[config.mk]
export PLATFORM = sky130hd
export DESIGN_NAME = pcg_top
export DESIGN_NICKNAME = d
export VERILOG_FILES = /design/src/hw/pcg_pkg.sv /design/src/hw/pcg_port_gate.sv /design/src/hw/pcg_top.sv
export SDC_FILE = /design/constraint.sdc
export NUM_CORES = 1
export LEC_CHECK = 0
export ABC_AREA = 1
export BUFFER_PORTS_ARGS = -buffer_cell sky130_fd_sc_hd__buf_2
export CELL_PAD_IN_SITES_DETAIL_PLACEMENT = 0
export CELL_PAD_IN_SITES_GLOBAL_PLACEMENT = 1
export CORE_MARGIN = 2
export CORE_UTILIZATION = 37
export DETAILED_ROUTE_END_ITERATION = 16
export GPL_ROUTABILITY_DRIVEN = 0
export GPL_TIMING_DRIVEN = 1
export PLACE_DENSITY = 0.79
export SLEW_MARGIN = 10
export SYNTH_ARGS = -nofsm -noshare
export SYNTH_HDL_FRONTEND = slang
export SYNTH_SLANG_ARGS = --single-unit
[constraint.sdc]
create_clock -name core_clk -period 1.25 [get_ports core_clk]
set_input_delay 0.125 -clock core_clk [delete_from_list [all_inputs] [get_ports core_clk]]
set_output_delay 0.125 -clock core_clk [all_outputs]
set_load 0.1 [all_outputs]
[src/hw/pcg_pkg.sv]
// Function
// - Eight enable bits gate ports A to H
// - Clear bit stops clock, holds port disabled
// - Access to gated port answers bus fault
// - Register resets to zero, ports unclocked
// - Register at 0x108, bits 31:8 read zero
// - Run register gates ports while running
// - Sleep gating applies only with auto gating
package pcg_pkg;

   // =========================================================
   // Register map
   localparam logic [11:0] RUN_GATE_OFS   = 12'h108;
   localparam logic [11:0] SLEEP_GATE_OFS = 12'h118;
   localparam logic [11:0] DEEP_GATE_OFS  = 12'h128;
   localparam logic [11:0] RUN_CFG_OFS    = 12'h060;
   localparam logic [11:0] IRQ_STAT_OFS   = 12'h200;
   localparam logic [11:0] IRQ_EN_OFS     = 12'h204;
   localparam logic [11:0] IRQ_CLR_OFS    = 12'h208;

   // =========================================================
   // Fields and reset values
   localparam int          NUM_PORTS      = 8;
   localparam int          AUTO_GATE_BIT  = 27;
   localparam logic [7:0]  GATE_RST       = 8'h00;
   localparam logic [31:0] RUN_CFG_RST    = 32'h00000000;
   localparam int          IRQ_FAULT_BIT  = 0;
   localparam int          IRQ_WAKE_BIT   = 1;
   localparam logic [1:0]  IRQ_RST        = 2'h0;

   // =========================================================
   // Power states
   typedef enum logic [1:0] {
      PCG_RUN   = 2'b00,
      PCG_SLEEP = 2'b01,
      PCG_DEEP  = 2'b10
   } pcg_pwr_e;

endpackage

[src/hw/pcg_port_gate.sv]
`timescale 1ns/1ps
// Gate for one port: registered enable, access check and fault flag.
module pcg_port_gate (
   // Clock and reset
   input  wire logic core_clk,
   input  wire logic rst_n,
   // Control
   input  wire logic gate_on,
   input  wire logic acc,
   // Outputs
   output logic      clk_en_q,
   output logic      fault_q
);

   logic clk_en_d;
   logic fault_d;

   // =========================================================
   // Next values
   always_comb begin
      clk_en_d = gate_on;
      fault_d  = acc & ~clk_en_q;
   end

   // Registered so the gate enable is glitch free
   always_ff @(posedge core_clk or negedge rst_n) begin
      if (!rst_n) begin
         clk_en_q <= 1'b0;
         fault_q  <= 1'b0;
      end else begin
         clk_en_q <= clk_en_d;
         fault_q  <= fault_d;
      end
   end

endmodule

[src/hw/pcg_top.sv]
`timescale 1ns/1ps
// Port clock gating control: run, sleep and deep-sleep gating registers.
module pcg_top #(
   parameter int NPORT = pcg_pkg::NUM_PORTS
) (
   // Clock and reset
   input  wire logic              core_clk,
   input  wire logic              rst_n,
   // Register port
   input  wire logic [11:0]       reg_addr,
   input  wire logic [31:0]       reg_wdata,
   input  wire logic              reg_wr,
   input  wire logic              reg_rd,
   output logic      [31:0]       reg_rdata,
   // Power state from the core
   input  wire logic              sleep_req,
   input  wire logic              deep_sleep_req,
   // Port access requests from the bus fabric
   input  wire logic [NPORT-1:0]  port_acc,
   // Port clock enables and fault answers
   output logic      [NPORT-1:0]  port_clk_en,
   output logic      [NPORT-1:0]  port_fault,
   output logic                   bus_fault,
   // Interrupt
   output logic                   irq
);

   // =========================================================
   // Address match helper, used by every register decode
   function automatic logic hit(input logic [11:0] a, input logic [11:0] ofs);
      hit = (a == ofs);
   endfunction

   // =========================================================
   // Software registers
   logic [NPORT-1:0] run_gate_q,   run_gate_d;
   logic [NPORT-1:0] sleep_gate_q, sleep_gate_d;
   logic [NPORT-1:0] deep_gate_q,  deep_gate_d;
   logic [31:0]      run_cfg_q,    run_cfg_d;
   logic [1:0]       irq_stat_q,   irq_stat_d;
   logic [1:0]       irq_en_q,     irq_en_d;
   logic [31:0]      reg_rdata_d;
   logic             irq_d;
   logic             bus_fault_d;

   // Writes; only bits 7:0 of the gate registers store anything
   always_comb begin
      run_gate_d   = run_gate_q;
      sleep_gate_d = sleep_gate_q;
      deep_gate_d  = deep_gate_q;
      run_cfg_d    = run_cfg_q;
      irq_en_d     = irq_en_q;
      if (reg_wr) begin
         if (hit(reg_addr, pcg_pkg::RUN_GATE_OFS)) begin
            run_gate_d = reg_wdata[NPORT-1:0];
         end
         if (hit(reg_addr, pcg_pkg::SLEEP_GATE_OFS)) begin
            sleep_gate_d = reg_wdata[NPORT-1:0];
         end
         if (hit(reg_addr, pcg_pkg::DEEP_GATE_OFS)) begin
            deep_gate_d = reg_wdata[NPORT-1:0];
         end
         if (hit(reg_addr, pcg_pkg::RUN_CFG_OFS)) begin
            run_cfg_d = reg_wdata;
         end
         if (hit(reg_addr, pcg_pkg::IRQ_EN_OFS)) begin
            irq_en_d = reg_wdata[1:0];
         end
      end
   end

   always_ff @(posedge core_clk or negedge rst_n) begin
      if (!rst_n) begin
         run_gate_q   <= pcg_pkg::GATE_RST;
         sleep_gate_q <= pcg_pkg::GATE_RST;
         deep_gate_q  <= pcg_pkg::GATE_RST;
         run_cfg_q    <= pcg_pkg::RUN_CFG_RST;
         irq_en_q     <= pcg_pkg::IRQ_RST;
      end else begin
         run_gate_q   <= run_gate_d;
         sleep_gate_q <= sleep_gate_d;
         deep_gate_q  <= deep_gate_d;
         run_cfg_q    <= run_cfg_d;
         irq_en_q     <= irq_en_d;
      end
   end

   // =========================================================
   // Power state and effective gate selection
   pcg_pkg::pcg_pwr_e pwr_q, pwr_d;
   logic [NPORT-1:0]  gate_sel;
   logic              auto_gate;

   assign auto_gate = run_cfg_q[pcg_pkg::AUTO_GATE_BIT];

   // Deep sleep wins over sleep when both are asked for
   always_comb begin
      if (deep_sleep_req) begin
         pwr_d = pcg_pkg::PCG_DEEP;
      end else if (sleep_req) begin
         pwr_d = pcg_pkg::PCG_SLEEP;
      end else begin
         pwr_d = pcg_pkg::PCG_RUN;
      end
   end

   always_ff @(posedge core_clk or negedge rst_n) begin
      if (!rst_n) begin
         pwr_q <= pcg_pkg::PCG_RUN;
      end else begin
         pwr_q <= pwr_d;
      end
   end

   // Sleep registers only count with auto gating; else run register rules
   always_comb begin
      case (pwr_q)
         pcg_pkg::PCG_RUN: begin
            gate_sel = run_gate_q;
         end
         pcg_pkg::PCG_SLEEP: begin
            gate_sel = auto_gate ? sleep_gate_q : run_gate_q;
         end
         pcg_pkg::PCG_DEEP: begin
            gate_sel = auto_gate ? deep_gate_q : run_gate_q;
         end
         default: begin
            gate_sel = run_gate_q;
         end
      endcase
   end

   // =========================================================
   // One gate per port
   genvar gi;
   generate
      for (gi = 0; gi < NPORT; gi++) begin : g_port
         pcg_port_gate u_gate (
            .core_clk (core_clk),
            .rst_n    (rst_n),
            .gate_on  (gate_sel[gi]),
            .acc      (port_acc[gi]),
            .clk_en_q (port_clk_en[gi]),
            .fault_q  (port_fault[gi])
         );
      end
   endgenerate

   // =========================================================
   // Interrupt status: fault event and wake event, set beats clear
   logic fault_evt;
   logic wake_evt;
   logic [1:0] evt;
   logic [1:0] clr;

   // Judged against the live clock enable, so it agrees with the port gates
   assign fault_evt = |(port_acc & ~port_clk_en);
   assign wake_evt  = (pwr_q != pcg_pkg::PCG_RUN) & (pwr_d == pcg_pkg::PCG_RUN);
   assign evt       = {wake_evt, fault_evt};
   assign clr       = (reg_wr && hit(reg_addr, pcg_pkg::IRQ_CLR_OFS)) ? reg_wdata[1:0] : 2'h0;

   always_comb begin
      irq_stat_d  = (irq_stat_q & ~clr) | evt;
      irq_d       = |(irq_stat_d & irq_en_d);
      bus_fault_d = fault_evt;
   end

   always_ff @(posedge core_clk or negedge rst_n) begin
      if (!rst_n) begin
         irq_stat_q <= pcg_pkg::IRQ_RST;
         irq        <= 1'b0;
         bus_fault  <= 1'b0;
      end else begin
         irq_stat_q <= irq_stat_d;
         irq        <= irq_d;
         bus_fault  <= bus_fault_d;
      end
   end

   // =========================================================
   // Read path; reserved and unmapped bits read zero
   always_comb begin
      reg_rdata_d = 32'h00000000;
      if (reg_rd) begin
         if (hit(reg_addr, pcg_pkg::RUN_GATE_OFS)) begin
            reg_rdata_d[NPORT-1:0] = run_gate_q;
         end else if (hit(reg_addr, pcg_pkg::SLEEP_GATE_OFS)) begin
            reg_rdata_d[NPORT-1:0] = sleep_gate_q;
         end else if (hit(reg_addr, pcg_pkg::DEEP_GATE_OFS)) begin
            reg_rdata_d[NPORT-1:0] = deep_gate_q;
         end else if (hit(reg_addr, pcg_pkg::RUN_CFG_OFS)) begin
            reg_rdata_d = run_cfg_q;
         end else if (hit(reg_addr, pcg_pkg::IRQ_STAT_OFS)) begin
            reg_rdata_d[1:0] = irq_stat_q;
         end else if (hit(reg_addr, pcg_pkg::IRQ_EN_OFS)) begin
            reg_rdata_d[1:0] = irq_en_q;
         end
      end
   end

   always_ff @(posedge core_clk or negedge rst_n) begin
      if (!rst_n) begin
         reg_rdata <= 32'h00000000;
      end else begin
         reg_rdata <= reg_rdata_d;
      end
   end

endmodule

==> impl_metrics.tcl <==
set metrics [dict create \
    status "finished with violations" \
    violations "negative setup slack" \
    antenna_cells 0 \
    hold-path-cell-count 3 \
    layout-drive-gt1-share_pct 30.9 \
    yosysTopAreaCell "dfrtp_1" \
    chipHeight_um 120 \
    worst_slack_ps -8.27 \
    layout.nets 733 \
    postSynthCellCount 539 \
    track_usage_pct 16.7 \
    cts_sinks 112 \
    cp-start-kind "flip-flop" \
    synth.most_common_cell "nand2_1" \
    synth.top_cell.area_share_pct 56.2 \
    initial_utilization_pct 37.8 \
    grt_pass1_vias 3872 \
    final_area_um2 6600 \
    grt_setup_unrepaired "true" \
    ys_seq_elements 112 \
    hp-class "in -> reg" \
    ios 108 \
    hp-start "reg_wdata[21]" \
    synthFlopType "dfrtp_1" \
    setup_viol 1 \
    synthTopCellsByArea "dfrtp_1 56%, nand2_1 9.6%, nand3_1 5.9%" \
    synth-seq-area-share_pct 56.2 \
    synthTopCellsByCount "128 x nand2_1, 112 x dfrtp_1, 64 x inv_1" \
    fin_skew_ps 8.08 \
    placed_cells 813 \
    clock_path_buffers 2 \
    r2r_cells 7 \
    syn_nets 600 \
    antenna_found_initial 0 \
    viasPerCell 4.64 \
    cts_buffers 9 \
    dr_total_vias 3954 \
    cts_max_level 3 \
    clkTransAtPathRegs_ps 70 \
    port_buffers 107 \
    p_leak_nw 3.41 \
    startpoint "pwr_q[1]$_DFF_PN0_" \
    fp.dieArea_um2 14400 \
    synth_edf_count 0 \
    avgRoutedWirePerCell_um 13.6 \
    timing.hold.ws_ps 12.0 \
    ant_nets 0 \
    row_count 42 \
    p_per_area_nw_per_um2 1110 \
    path_class "reg -> reg" \
    drv_slew 0 \
    cp.arrival_ps 1550 \
    r2r-start "pwr_q[1]$_DFF_PN0_" \
    design.core.area_um2 13200 \
    fp.dieW_um 120 \
    drc 0 \
    worst_slew_pin_slew_ps 496 \
    power_mw 7.29 \
    finalSetupTns_ps -8.27 \
    dp_hpwl_mm 8.30 \
    drv_cap 0 \
    synth_warnings 0 \
    syn_area_um2 4980 \
    finalCriticalPeriod_ps 1260 \
    path_max_fanout 8 \
    drt-initial-drc-count 174 \
    slew_headroom_pct 67.2 \
    period_share_pct 101 \
    first_pass_iters 4 \
    cp.required_ps 1540 \
    place_area_um2 5830 \
    wirelength_mm 11.6 \
    grt_pass1_wl_mm 18.9 \
    clk_latency_ps 350 \
    avgSynthCellArea_um2 9.25 \
    cts_tree "done" \
    peakVddDrop_mv 0.806 \
    yosys.cell_types.count 29 \
    overflow 0 \
    fmax_mhz 795 \
    fin_cells 853 \
    finalHoldViolCount 0 \
    endpoint_kind "flip-flop" \
    synth_async_sr_flop_share_pct 100 \
    area_growth_pct 32.3 \
    grt_max_degree 41 \
    clock-root-buffer "clkbuf_16" \
]
-- state kept, by name, indices dropped and copies added, names as in the netlist --
name,count
deep_gate_q,8
run_cfg_q,32
irq_stat_q,2
bus_fault,1
pwr_q,2
g_port.u_gate.clk_en_q,8
run_gate_q,8
reg_rdata,32
sleep_gate_q,8
g_port.u_gate.fault_q,8
irq_en_q,2
irq,1
-- area by class of cell --
class | instances | area [um^2]
Sequential cell | 112 | 2800
Fill cell | 1252 | 6600
Clock buffer | 10 | 239
Inverter | 65 | 246
Clock inverter | 6 | 72.6
Tap cell | 176 | 220
Multi-Input combinational cell | 324 | 1790
Timing Repair Buffer | 160 | 1220
-- report_power, final --
part           internal [mW]  leakage (nW)  switching, mW
Clock                   1.64         0.156           1.34
Combinational          0.241          1.77          0.410
Sequential              3.65          1.49         0.0125
-- per-stage QoR --
| stage | utilization [%] | worst slack, ps |
|---|---|---|
| global placement | 44.2 | -138 |
| CTS | 49.1 | -21.2 |
| global route | 50.0 | -67.5 |
| floorplan | - | 8.14 |
| finish | 50.0 | -8.27 |
| detailed placement | 44.2 | -179 |
-- critical path: stages (launching register included) --
cell and delay [ps]:
dfrtp_1 420, inv_2 120, ha_4 150, inv_4 40
buf_12 130, o22ai_4 160, nand3_2 100, nand2_2 80
-- cells in the final DEF (no fill, tap or decap), types with 6 or more instances in the layout --
cell type,count
nand2_1,123
dfrtp_1,112
buf_2,64
inv_1,57
nand3_1,57
buf_4,49
dlygate4sd3_1,27
nor3b_1,24
nor2_1,23
o21ai_2,20
o21ai_0,17
o21ai_1,13
clkbuf_4,11
nand2_2,9
clkbuf_16,9
buf_12,9
inv_2,7
nand4_1,6
-- logic make-up (layout without fill, tap and decap cells) --
group	count (synthesis)	in the layout	synth area share, %
buf+inv	103	241	9.91
fa+ha+maj	3	3	0.753
compound gates	61	61	7.63
simple gates	260	260	25.5
flops	112	112	56.2
-- repair_timing --
| action | 4_1_cts | 5_1_grt |
|---|---|---|
| buffers inserted | 0 | 1 |
| hold buffers | 27 | 0 |
| setup endpoints to repair | 30 | 20 |
| pin swaps | 0 | 12 |
| endpoints found under the hold margin | 97 | 0 |
| gates resized for setup | 28 | 48 |
-- worst paths after layout --
check                                                      end  slack [ps]
setup / recovery           g_port[0].u_gate.clk_en_q$_DFF_PN0_          -8
hold / removal                       run_cfg_q[21]$_DFFE_PN0P_          10
setup reg to reg           g_port[0].u_gate.clk_en_q$_DFF_PN0_          -8
hold reg to reg             g_port[4].u_gate.fault_q$_DFF_PN0_         460
max in group asynchronous              reg_rdata[15]$_DFF_PN0_         510
min in group asynchronous                irq_en_q[1]$_DFF_PN0_         230
-- per-layer routing --
layer	part of all wire, %	track usage, %
met1	45	21.2
met2	49	27.8
met3	5.5	4.80
met4	1.2	4.63
met5	0	0
Power figures use the tool's default switching activity.
